[config.mk]
export PLATFORM = sky130hd
export DESIGN_NAME = sensor_cmd_handler
export DESIGN_NICKNAME = d
export VERILOG_FILES = /design/src/design/sensor_cmd_handler.v /design/src/design/line_framer.v
export VERILOG_INCLUDE_DIRS = /design/src /design/src/common
export SDC_FILE = /design/constraint.sdc
export NUM_CORES = 1
export LEC_CHECK = 0
export ABC_CLOCK_PERIOD_IN_PS = 9200
export BUFFER_PORTS_ARGS = -buffer_cell sky130_fd_sc_hd__buf_2
export CAP_MARGIN = 20
export CORE_MARGIN = 2
export CORE_UTILIZATION = 55
export DETAILED_ROUTE_END_ITERATION = 7
export GPL_TIMING_DRIVEN = 0
export PLACE_DENSITY = 0.78
export SLEW_MARGIN = 20
export SYNTH_ARGS = -nofsm -noshare
export SYNTH_HDL_FRONTEND = slang
export SYNTH_SLANG_ARGS = --single-unit
[constraint.sdc]
create_clock -name clock_i -period 9.2 [get_ports clock_i]
set_clock_uncertainty 0.15 [all_clocks]
set_input_delay 1.38 -clock clock_i [delete_from_list [all_inputs] [get_ports clock_i]]
set_output_delay 1.38 -clock clock_i [all_outputs]
set_load 0.02 [all_outputs]
[src/common/sensor_cmd_map.vh]
// What this block does
// - Convert eight per second, keep newest only
// - Data query answered at once from buffer
// - Act only on own programmable node address
// - One single-pole filter, time constant set by step size
// - Transmit only in reply to addressed request
// - Answer with data or acknowledge, except guarded text without write enable and binary in text mode
// - Accept read discrete and read input codes
// - Accept force coil, preset register, force coils
// - Text commands use prompt, address, mnemonic, star reply
// - Settings held in nonvolatile store
// - Start in text mode from manufacture
// - Offset and gain corrected continuously
// - Drive output switches, report digital inputs
// - Frame is start, eight data, parity or extra stop, stop
// - Rates 300 to 38400 in doubling steps
// - Parity odd, even or none on transmitted frames
`ifndef SENSOR_CMD_MAP_VH
`define SENSOR_CMD_MAP_VH
`define CLK_HZ          32'd200_000_000
`define CONV_PER_SEC    32'd8
`define CONV_CYCLES     (`CLK_HZ / `CONV_PER_SEC)
`define BASE_BAUD       32'd300
`define FC_READ_DISC    8'h01
`define FC_READ_INPUT   8'h04
`define FC_FORCE_COIL   8'h05
`define FC_PRESET_REG   8'h06
`define FC_FORCE_COILS  8'h0F
`define CMD_DISC        4'h1
`define CMD_OUT         4'h2
`define CMD_DATA        4'h3
`define CMD_CFG_RD      4'h4
`define CMD_CFG_RD_ALT  4'h5
`define CMD_ZERO_RD     4'h6
`define CMD_WREN        4'h7
`define CMD_ZERO_CLR    4'h8
`define CMD_RESTART     4'h9
`define CMD_CFG_WR      4'hA
`define CMD_SPAN_TRIM   4'hB
`define CMD_ZERO_TRIM   4'hC
`define PAR_NONE        2'h0
`define PAR_ODD         2'h1
`define PAR_EVEN        2'h2
`define RATE_MAX        3'h7
`define ADDR_MAX        8'hF7
`define FACTORY_ADDR    8'h01
`define FACTORY_CFG     16'h0000
`define SAMPLE_W        16
`define BIG_STEP        16'h0100
`define DIO_W           6
`define CFG_MODE_BIT    15
`define CFG_RATE        10:8
`define CFG_PAR         12:11
`define FRAME_BITS      4'hA
`endif

[src/design/sensor_cmd_handler.v]
`include "sensor_cmd_map.vh"
`default_nettype none
// Command handler: commands arrive decoded from the line receiver
module sensor_cmd_handler (
   input  wire                 clock_i,
   input  wire                 resetn_i,
   // Decoded request from the line receiver
   input  wire                 req_valid_i,
   input  wire                 req_binary_i,
   input  wire [7:0]           req_addr_i,
   input  wire [7:0]           req_func_i,
   input  wire [3:0]           req_cmd_i,
   input  wire [15:0]          req_arg_i,
   // Raw converter result, calibration terms, digital inputs, filter time constants
   input  wire [15:0]          raw_sample_i,
   input  wire [15:0]          offset_err_i,
   input  wire [15:0]          gain_corr_i,
   input  wire [`DIO_W-1:0]    din_i,
   input  wire [3:0]           tc_small_i,
   input  wire [3:0]           tc_large_i,
   // Nonvolatile store image
   input  wire [7:0]           nv_addr_i,
   input  wire [15:0]          nv_cfg_i,
   input  wire                 nv_valid_i,
   output reg                  nv_write_o,
   output reg  [7:0]           nv_addr_o,
   output reg  [15:0]          nv_cfg_o,
   // Status and outputs
   output wire                 binary_mode_o,
   output reg                  conv_start_o,
   output reg  [15:0]          result_o,
   output reg  [`DIO_W-1:0]    dout_o,
   output reg                  restart_o,
   output wire                 tx_o,
   output wire                 tx_oe_n_o
);
   //-----------------------------------------
   // Conversion and filtering
   //-----------------------------------------
   localparam S_IDLE = 2'd0;
   localparam S_SEND = 2'd1;
   localparam S_WAIT = 2'd2;

   reg [31:0] conv_cnt_reg;
   reg [15:0] filt_reg;
   reg [15:0] zero_reg;
   reg [7:0]  addr_reg;
   reg [15:0] cfg_reg;
   reg        binary_reg;
   reg        wren_reg;
   reg [1:0]  state_reg;
   reg [2:0]  byte_cnt_reg;
   reg [7:0]  tx_byte_reg;
   reg [39:0] reply_reg;
   reg        send_reg;
   wire       framer_busy;
   wire [15:0] corrected;
   wire [15:0] delta;
   wire [3:0]  shift;
   wire        mine;
   wire        protected_cmd;

   // Pick time constant by change size
   function [3:0] pick_tc;
      input [15:0] d;
      input [3:0]  sm_tc;
      input [3:0]  lg_tc;
      begin
         pick_tc = (d >= `BIG_STEP) ? lg_tc : sm_tc;
      end
   endfunction

   // Offset and gain correction
   assign corrected = raw_sample_i - offset_err_i + gain_corr_i - zero_reg;
   assign delta = (corrected > filt_reg) ? corrected - filt_reg : filt_reg - corrected;
   assign shift = pick_tc(delta, tc_small_i, tc_large_i);
   assign mine = (req_addr_i == addr_reg);
   assign protected_cmd = (req_cmd_i == `CMD_ZERO_CLR) | (req_cmd_i == `CMD_RESTART) |
                          (req_cmd_i == `CMD_CFG_WR) | (req_cmd_i == `CMD_SPAN_TRIM) |
                          (req_cmd_i == `CMD_ZERO_TRIM);
   assign binary_mode_o = binary_reg;

   // Conversion tick, single-pole filter, newest result kept
   always @(posedge clock_i or negedge resetn_i) begin
      if (!resetn_i) begin
         conv_cnt_reg <= 32'h0000_0000;
         conv_start_o <= 1'b0;
         filt_reg     <= 16'h0000;
         result_o     <= 16'h0000;
      end else begin
         conv_start_o <= 1'b0;
         if (conv_cnt_reg == `CONV_CYCLES - 32'h0000_0001) begin
            conv_cnt_reg <= 32'h0000_0000;
            conv_start_o <= 1'b1;
            if (corrected > filt_reg)
               filt_reg <= filt_reg + (delta >> shift);
            else
               filt_reg <= filt_reg - (delta >> shift);
            result_o <= filt_reg; // Overwrites older result
         end else begin
            conv_cnt_reg <= conv_cnt_reg + 32'h0000_0001;
         end
      end
   end

   //-----------------------------------------
   // Command execution and reply
   //-----------------------------------------
   // Decode, execute, then send reply bytes one by one
   always @(posedge clock_i or negedge resetn_i) begin
      if (!resetn_i) begin
         addr_reg     <= `FACTORY_ADDR;
         cfg_reg      <= `FACTORY_CFG;
         binary_reg   <= 1'b0;
         wren_reg     <= 1'b0;
         zero_reg     <= 16'h0000;
         dout_o       <= {`DIO_W{1'b0}};
         restart_o    <= 1'b0;
         nv_write_o   <= 1'b0;
         nv_addr_o    <= 8'h00;
         nv_cfg_o     <= 16'h0000;
         state_reg    <= S_IDLE;
         byte_cnt_reg <= 3'h0;
         reply_reg    <= 40'h00_0000_0000;
         tx_byte_reg  <= 8'h00;
         send_reg     <= 1'b0;
      end else begin
         nv_write_o <= 1'b0;
         restart_o  <= 1'b0;
         send_reg   <= 1'b0;
         if (nv_valid_i && state_reg == S_IDLE) begin
            addr_reg   <= nv_addr_i; // Stored settings restored
            cfg_reg    <= nv_cfg_i;
            binary_reg <= nv_cfg_i[`CFG_MODE_BIT];
         end
         case (state_reg)
            S_IDLE: begin
               if (req_valid_i && mine && req_addr_i <= `ADDR_MAX) begin
                  state_reg    <= S_SEND;
                  byte_cnt_reg <= 3'h3;
                  if (req_binary_i && binary_reg) begin
                     case (req_func_i)
                        `FC_READ_DISC:   reply_reg <= {req_func_i, 2'b00, din_i, 24'h00_0000};
                        `FC_READ_INPUT:  reply_reg <= {req_func_i, result_o, 16'h0000};
                        `FC_FORCE_COIL:  begin
                           dout_o[req_arg_i[2:0]] <= req_arg_i[15];
                           reply_reg <= {req_func_i, req_arg_i, 16'h0000};
                        end
                        `FC_PRESET_REG:  begin
                           cfg_reg <= req_arg_i;
                           reply_reg <= {req_func_i, req_arg_i, 16'h0000};
                        end
                        `FC_FORCE_COILS: begin
                           dout_o <= req_arg_i[`DIO_W-1:0];
                           reply_reg <= {req_func_i, req_arg_i, 16'h0000};
                        end
                        default:         reply_reg <= {req_func_i | 8'h80, 32'h0100_0000};
                     endcase // Reply follows every request
                  end else if (!req_binary_i) begin
                     wren_reg <= (req_cmd_i == `CMD_WREN);
                     // Star-led text reply
                     reply_reg <= {8'h2A, 32'h0000_0000};
                     byte_cnt_reg <= 3'h0;
                     if (protected_cmd && !wren_reg) begin
                        state_reg <= S_IDLE; // Refused silently
                     end else begin
                        case (req_cmd_i)
                           `CMD_DISC:       begin
                              reply_reg <= {8'h2A, 2'b00, din_i, 24'h00_0000};
                              byte_cnt_reg <= 3'h1;
                           end
                           `CMD_OUT:        dout_o <= req_arg_i[`DIO_W-1:0];
                           `CMD_DATA:       begin
                              reply_reg <= {8'h2A, result_o, 16'h0000};
                              byte_cnt_reg <= 3'h2;
                           end
                           `CMD_CFG_RD, `CMD_CFG_RD_ALT: begin
                              reply_reg <= {8'h2A, cfg_reg, 16'h0000};
                              byte_cnt_reg <= 3'h2;
                           end
                           `CMD_ZERO_RD:    begin
                              reply_reg <= {8'h2A, zero_reg, 16'h0000};
                              byte_cnt_reg <= 3'h2;
                           end
                           `CMD_ZERO_CLR:   zero_reg <= 16'h0000;
                           `CMD_ZERO_TRIM:  zero_reg <= corrected - req_arg_i;
                           `CMD_SPAN_TRIM:  cfg_reg[7:0] <= req_arg_i[7:0];
                           `CMD_RESTART:    restart_o <= 1'b1;
                           `CMD_CFG_WR:     begin
                              cfg_reg    <= req_arg_i;
                              binary_reg <= req_arg_i[`CFG_MODE_BIT];
                              nv_write_o <= 1'b1;
                              nv_addr_o  <= addr_reg;
                              nv_cfg_o   <= req_arg_i;
                           end
                           default:         ;
                        endcase
                     end
                  end else begin
                     state_reg <= S_IDLE;
                  end
               end
            end
            S_SEND: begin
               if (!framer_busy) begin
                  tx_byte_reg <= reply_reg[39:32];
                  reply_reg   <= {reply_reg[31:0], 8'h00};
                  send_reg    <= 1'b1;
                  state_reg   <= S_WAIT;
               end
            end
            S_WAIT: begin
               if (!framer_busy && !send_reg) begin
                  if (byte_cnt_reg == 3'h0) begin
                     state_reg <= S_IDLE;
                  end else begin
                     byte_cnt_reg <= byte_cnt_reg - 3'h1;
                     state_reg    <= S_SEND;
                  end
               end
            end
            default: state_reg <= S_IDLE;
         endcase
      end
   end

   //-----------------------------------------
   // Line transmitter
   //-----------------------------------------
   line_framer u_framer (
      .clock_i   (clock_i),
      .resetn_i  (resetn_i),
      .rate_i    (cfg_reg[`CFG_RATE]),
      .parity_i  (cfg_reg[`CFG_PAR]),
      .send_i    (send_reg),
      .data_i    (tx_byte_reg),
      .busy_o    (framer_busy),
      .tx_o      (tx_o),
      .tx_oe_n_o (tx_oe_n_o)
   );
endmodule // sensor_cmd_handler
`default_nettype wire

[src/design/line_framer.v]
`include "sensor_cmd_map.vh"
`default_nettype none
// Serial character sender: start, eight data, parity or extra stop, stop
module line_framer (
   input  wire       clock_i,
   input  wire       resetn_i,
   input  wire [2:0] rate_i,
   input  wire [1:0] parity_i,
   input  wire       send_i,
   input  wire [7:0] data_i,
   output wire       busy_o,
   output reg        tx_o,
   output reg        tx_oe_n_o
);
   reg  [31:0] div_reg;
   reg  [3:0]  bit_reg;
   reg  [10:0] shift_reg;
   reg         act_reg;
   wire [31:0] bit_cycles;
   wire        par_bit;
   wire        tick;

   // Bit period from selected rate, doubling steps
   assign bit_cycles = (`CLK_HZ / `BASE_BAUD) >> rate_i;
   assign tick       = (div_reg == 32'h0000_0000);
   assign par_bit    = (parity_i == `PAR_ODD) ? ~(^data_i) : (^data_i);
   assign busy_o     = act_reg | send_i;

   // Shift out one frame; driver enabled only during frame
   always @(posedge clock_i or negedge resetn_i) begin
      if (!resetn_i) begin
         div_reg   <= 32'h0000_0000;
         bit_reg   <= 4'h0;
         shift_reg <= 11'h7FF;
         act_reg   <= 1'b0;
         tx_o      <= 1'b1;
         tx_oe_n_o <= 1'b1;
      end else if (!act_reg) begin
         tx_o      <= 1'b1;
         tx_oe_n_o <= 1'b1;
         if (send_i) begin
            act_reg   <= 1'b1;
            div_reg   <= bit_cycles - 32'h0000_0001;
            // Stop, parity or extra stop, data LSB first, start
            shift_reg <= {1'b1, (parity_i == `PAR_NONE) ? 1'b1 : par_bit, data_i, 1'b0};
            bit_reg   <= `FRAME_BITS;
            tx_o      <= 1'b0;
            tx_oe_n_o <= 1'b0;
         end
      end else if (tick) begin
         div_reg <= bit_cycles - 32'h0000_0001;
         if (bit_reg == 4'h0) begin
            act_reg <= 1'b0;
         end else begin
            bit_reg   <= bit_reg - 4'h1;
            shift_reg <= {1'b1, shift_reg[10:1]};
            tx_o      <= shift_reg[1];
         end
      end else begin
         div_reg <= div_reg - 32'h0000_0001;
      end
   end
endmodule // line_framer
`default_nettype wire

==> results of run 1 <==
==> power breakdown <==
group	switching, uW	internal [uW]
combinational	1570	1210
sequential	0	990
clock	454	710
total	2030	2900
==> final timing paths <==
check | start | end | slack, ns | cells past startpoint
setup / recovery | offset_err_i[0] | filt_reg[3] | -2.11 | 65
min in group asynchronous | resetn_i | u_framer.div_reg[20] | 0.56 | 1
hold reg to reg | reply_reg[34] | reply_reg[34] | 0.33 | 2
max in group asynchronous | resetn_i | filt_reg[8] | 7.49 | 2
hold / removal | reply_reg[34] | reply_reg[34] | 0.33 | 2
setup reg to reg | zero_reg[0] | filt_reg[3] | -1.72 | 64
==> kinds of logic (layout without fill, tap and decap cells) <==
family | after synthesis | count (layout) | share of synthesized area [%]
AO/OA/AOI/OAI | 577 | 578 | 22.00
multiplexers | 61 | 61 | 3.806
adder cells (fa/ha/maj) | 123 | 123 | 10.76
buffers and inverters | 254 | 571 | 5.953
other | 0 | 1 | 0
flip-flops | 225 | 225 | 33.87
AND/OR/NAND/NOR | 602 | 602 | 17.41
XOR/XNOR | 117 | 117 | 6.193
==> tightest hold or removal path, cell delays in order, from the launching register on <==
cell,delay (ns)
dfrtp_1,0.34
nand2_1,0.05
o21ai_0,0.06
==> cells in the final DEF (no fill, tap or decap), types with 24 or more instances in the layout <==
master	netlist	layout
nand3_1	37	35
clkbuf_16	0	27
clkbuf_1	73	75
fa_1	34	31
o21ai_0	185	163
a21oi_1	157	132
nand2_1	225	224
xnor2_1	65	53
buf_4	5	87
nor2_1	136	128
dfrtp_1	213	213
ha_1	89	84
nor3_1	33	32
mux2i_1	42	35
xor2_1	51	43
buf_2	10	177
a21oi_2	2	24
inv_1	160	152
==> repair_timing <==
item,in CTS,in global routing
setup buffers,95,14
pin swaps,53,55
setup endpoints to repair,16,15
cloned,1,0
resized for setup,114,60
==> stage by stage <==
stage                     cell area (um^2)  worst slack, ns  std cells  power, uW
after floorplan                      16740           -1.643       1959       2431
after CTS                            20260           -1.790       2655       4605
after detailed placement             18160           -3.703       2523       2905
final                                20610           -2.108       2668       4933
after global routing                 20610           -2.422       2668       5166
after global placement               18090           -3.516       2521       2869
==> routing by layer <==
layer | vias to the layer above | part of all wire (%) | GRT usage (%) | wire length [um]
met5 | - | 0.038 | 0 | 21
met3 | 207 | 7.6 | 4.753 | 4223
met2 | 792 | 49 | 57.53 | 26850
met4 | 4 | 5.6 | 18.24 | 3075
met1 | 8017 | 38 | 42.23 | 21040
li1 | 7538 | - | - | -
==> cell type report <==
class / instances / area [um^2] / share of cell area (%)
plain buffers: 92 / 419.2 / 2.034
flip-flops and latches: 225 / 5645 / 27.39
diodes: 1 / 2.502 / 0.01214
repair buffers: 268 / 1674 / 8.122
well taps: 390 / 488.0 / 2.368
clock buffers: 34 / 732.0 / 3.551
inverters: 161 / 606.8 / 2.944
clock inverters: 16 / 234.0 / 1.135
multi-input cells: 1481 / 10810 / 52.44
==> results.py, run 1 <==
metrics = {
    "placement": {
        "hpwl_mm": 40.34,
        "gp_congestion": 0.9473,
        "place.port_buffers": 172,
    },
    "logic_synthesis": {
        "synth_top_cell_area_share_pct": 31.98,
        "synthesis.area_um2": 16670,
        "ys_types": 91,
        "ys_top_cells_by_area": "dfrtp_1, ha_1, o21ai_0, nand2_1, a21oi_1",
        "synthArstFlopShare_pct": 100.0,
        "synth_common_cells": "nand2_1, dfrtp_1, o21ai_0, inv_1, a21oi_1",
        "yosysMostFrequentCell": "nand2_1",
        "synth_flop_cell": "dfrtp_1",
        "synth_warnings": 0,
        "ys_ff_latch": 225,
        "ys_seq_area_share_pct": 33.87,
        "synth_fp_nets": 2209,
        "yosys.area.top_type": "dfrtp_1",
        "synth_edf_count": 0,
        "syn-instance-count": 1959,
        "synth.avg_cell_area_um2": 8.509,
    },
    "clock_network": {
        "clockBufferDepth": 3,
        "clock_sinks": 225,
        "cts_root_buffer": "clkbuf_16",
        "cts_hold_buf": 0,
        "path_clk_slew_ns": 0.07,
        "htree_num_levels": 1,
        "cts_made_buffers": 27,
        "worstSkewPairLatency_ns": 0.57,
        "cts_tree": "built",
    },
    "run_status": {
        "failed_checks": "DRC, setup timing",
        "status": "complete, but fails checks",
    },
    "timing": {
        "layout_setup_ws_ns": -2.108,
        "finalWorstPathRequiredPeriod_ns": 11.31,
        "fin_crit_sh_pct": 122.9,
        "setup-violations-final": 15,
        "hold_viol_final": 0,
        "worst_pin_slew_ns": 0.9777,
        "hold_ws_ns": 0.3269,
        "maxSlewViolCount": 0,
        "max_freq_mhz": 88.43,
        "max-slew-margin-rel_pct": 34.68,
        "rsz0062_at_grt": "true",
        "tns_ns": -16.90,
    },
    "global_route": {
        "antenna_found_initial": 3,
        "grt_pass1_wl_mm": 84.61,
        "grt_pass1_vias": 16170,
        "grt_overflow": 0,
        "grt_start_max_net_pins": 102,
        "grt_use_total_pct": 34.03,
    },
    "worst_setup_path": {
        "max_stage_delay_ns": 0.54,
        "crit_top_cell": "buf_4",
        "cp.buffers_inverters": 27,
        "cp-start-kind": "input port",
        "critPathKind": "in2reg",
        "cp.arrival_ns": 11.65,
        "critical_path_required_ns": 9.54,
        "critPathMaxFanout": 7,
        "cp-end-kind": "flop",
        "crit_path_top_delay_cell": "fa_1",
        "crit_family": "buffers and inverters",
    },
    "drt": {
        "viasPerCell": 6.206,
        "vias": 16560,
        "drc": 1,
        "wirelength_mm": 55.21,
        "drtIter0Drc": 1542,
        "first_pass_iters": 8,
        "wl_per_cell_um": 20.69,
        "antenna_left": 0,
    },
    "floorplanning": {
        "die_h_um": 178.1,
        "dieArea_um2": 31710,
        "initial_core_util_pct": 56.09,
        "core_area_um2": 29720,
        "die_x_um": 178.1,
        "placementRows": 63,
        "ios": 179,
    },
    "flow_run": {
        "cap_violations": 0,
    },
    "layout": {
        "areaGrowthSynthToFinish_pct": 23.65,
        "num-fill-cells": 2268,
        "post-route-util_pct": 69.36,
        "fin_nets": 2506,
        "drive_above_1_share_pct": 22.66,
    },
    "power_and_ir_drop": {
        "ir_drop_uv": 251.8,
        "p_per_area_nw_per_um2": 239.3,
        "p_leak_uw": 0.009691,
    },
    "worst_hold_path": {
        "hold_path.class": "reg2reg",
    },
}
No activity file was read; power rests on OpenSTA's default activity.
==> run 2: changes to the inputs <==
Settings changed: CORE_ASPECT_RATIO set to 1.2.
==> run 2 against run 1 <==
The flow finishes with violations (setup timing). Critical path depth shrank 9. Sequential power about the same. Combinational power decreased by 3%. Hold slack got worse by 0.0016 ns. Die area about the same. Sequential share of layout area increased by 0.26 points. Non-clock buffer count is 24 lower. Sequential cell count stayed put. Utilization down 0.61 points. Largest cell class unchanged.
==> results.py, run 2 (synthesis gave the netlist of run 1 again) <==
metrics = {
    "floorplanning": {
        "core_area_um2": 29700,
        "initial_core_util_pct": 56.13,
        "placementRows": 69,
        "die_h_um": 194.7,
        "dieArea_um2": 31720,
        "die_x_um": 162.9,
        "ios": 179,
    },
    "global_route": {
        "antenna_found_initial": 1,
        "use_met3_pct": 3.905,
        "grtUsageMet1_pct": 37.77,
        "grt_overflow": 0,
        "grt_start_max_net_pins": 87,
        "grt_use_total_pct": 33.75,
        "met2_usage_pct": 60.15,
        "grt_pass1_vias": 16600,
        "grt_pass1_wl_mm": 85.41,
        "grt_most_used_layer": "met2",
    },
    "worst_setup_path": {
        "cp.arrival_ns": 11.57,
        "max_stage_delay_ns": 0.53,
        "critical_path_required_ns": 9.52,
        "critPathMaxFanout": 10,
        "cp-start-kind": "input port",
        "crit_path_top_delay_cell": "fa_1",
        "crit_family": "compound AO/OA/AOI/OAI gates",
        "critPathKind": "in2reg",
        "r2r_slack_ns": -1.52,
        "crit_top_cell": "a21oi_2",
        "cp-end-kind": "flop",
        "reg2reg_from": "zero_reg[0]",
        "rr_endpoint": "filt_reg[15]",
        "ff2ff_path_depth": 56,
        "cp.buffers_inverters": 7,
    },
    "placement": {
        "hpwl_mm": 40.86,
        "gp_congestion": 0.9743,
        "pre_cts_slack_ns": -3.639,
        "place.port_buffers": 172,
        "place_inst": 2523,
    },
    "drt": {
        "viasPerCell": 6.231,
        "antenna_left": 0,
        "vias": 16440,
        "drtIter0Drc": 1660,
        "drc": 0,
        "wirelength_mm": 55.16,
        "wl_per_cell_um": 20.90,
        "first_pass_iters": 7,
    },
    "layout": {
        "stdcell_count": 2639,
        "fin_nets": 2479,
        "mostFrequentLayoutCell": "nand2_1",
        "areaGrowthSynthToFinish_pct": 22.48,
        "drive_above_1_share_pct": 22.02,
        "most-common-layout-cells": "nand2_1, dfrtp_1, buf_2, o21ai_0, inv_1",
        "post-route-util_pct": 68.74,
    },
    "clock_network": {
        "cts_root_buffer": "clkbuf_16",
        "htree_num_levels": 1,
        "cts_made_buffers": 25,
        "clock_sinks": 225,
        "clockBufferDepth": 3,
        "worstSkewPairLatency_ns": 0.55,
        "path_clk_slew_ns": 0.07,
        "cts_tree": "built",
    },
    "timing": {
        "setup-violations-final": 15,
        "worst_pin_slew_ns": 1.122,
        "max_freq_mhz": 88.87,
        "layout_setup_ws_ns": -2.052,
        "fin_crit_sh_pct": 122.3,
        "max-slew-margin-rel_pct": 24.63,
        "finalWorstPathRequiredPeriod_ns": 11.25,
        "rsz0062_at_grt": "true",
        "hold_ws_ns": 0.3253,
        "maxSlewViolCount": 0,
        "hold_viol_final": 0,
    },
    "power_and_ir_drop": {
        "p_per_area_nw_per_um2": 231.5,
        "p_leak_uw": 0.009531,
        "ir_drop_uv": 290.4,
        "total_power_uw": 4726,
    },
    "worst_hold_path": {
        "min-delay-start": "nv_addr_o[3]",
        "hold_end": "nv_addr_o[3]",
        "hold_path.class": "reg2reg",
        "hold_path_depth": 2,
    },
    "flow_run": {
        "cap_violations": 0,
    },
    "run_status": {
        "status": "complete, but fails checks",
        "failed_checks": "setup timing",
    },
}
==> run 2: metal layers <==
layer | vias to the layer above | share of wire [%]
met4 | 0 | 8.1
met1 | 7926 | 36
li1 | 7464 | -
met2 | 776 | 50
met5 | - | 0
met3 | 278 | 6.5
==> run 2: per-stage QoR <==
step	setup TNS (ns)	cell area (um^2)
6_report	-16.95	20420
5_1_grt	-21.74	20420
3_3_place_gp	-30.39	18090
3_5_place_dp	-34.30	18170
2_1_floorplan	-8.504	16740
4_1_cts	-14.04	20090
==> run 2: area by class of cell <==
cell class,instances,area (um^2)
buffer,90,401.6
fill,2299,9283
clock buffer,30,684.4
tap,390,488.0
antenna,1,2.502
timing repair buffer,246,1564
sequential,225,5645
clock inverter,16,153.9
inverter,161,606.8
multi-input combinational,1480,10870
==> run 2: worst reg2reg max path, delay by kind of cell, from the launching register on <==
family | cells | cell delay, ns
compound gates | 31 | 4.89
xor+xnor | 3 | 0.49
fa+ha+maj | 7 | 2.17
buf+inv | 7 | 0.68
flops | 1 | 0.38
mux | 1 | 0.21
simple gates | 7 | 1.64
==> run 2: worst max path at each step <==
stage                    start      endpoint  slack, ns  depth (start not counted)
2_1_floorplan  offset_err_i[0]  filt_reg[15]      -1.64                         55
3_5_place_dp   raw_sample_i[0]  filt_reg[15]      -3.64                         55
5_1_grt        raw_sample_i[0]  filt_reg[15]      -2.49                         56
6_report       raw_sample_i[0]  filt_reg[15]      -2.05                         56
3_3_place_gp   raw_sample_i[0]  filt_reg[15]      -3.32                         55
4_1_cts        raw_sample_i[0]  filt_reg[15]      -1.82                         57
==> run 2: report_power, final <==
group	leakage (uW)	switching, uW	internal [uW]
Clock	0.000404	443	590
Sequential	0.00291	0	990
Combinational	0.00622	1530	1170
==> run 2: what timing repair did <==
action | CTS | global route
hold buffers | 0 | 0
resized for setup | 129 | 68
pin swaps | 67 | 62
setup endpoints to repair | 16 | 16
setup buffers | 77 | 22
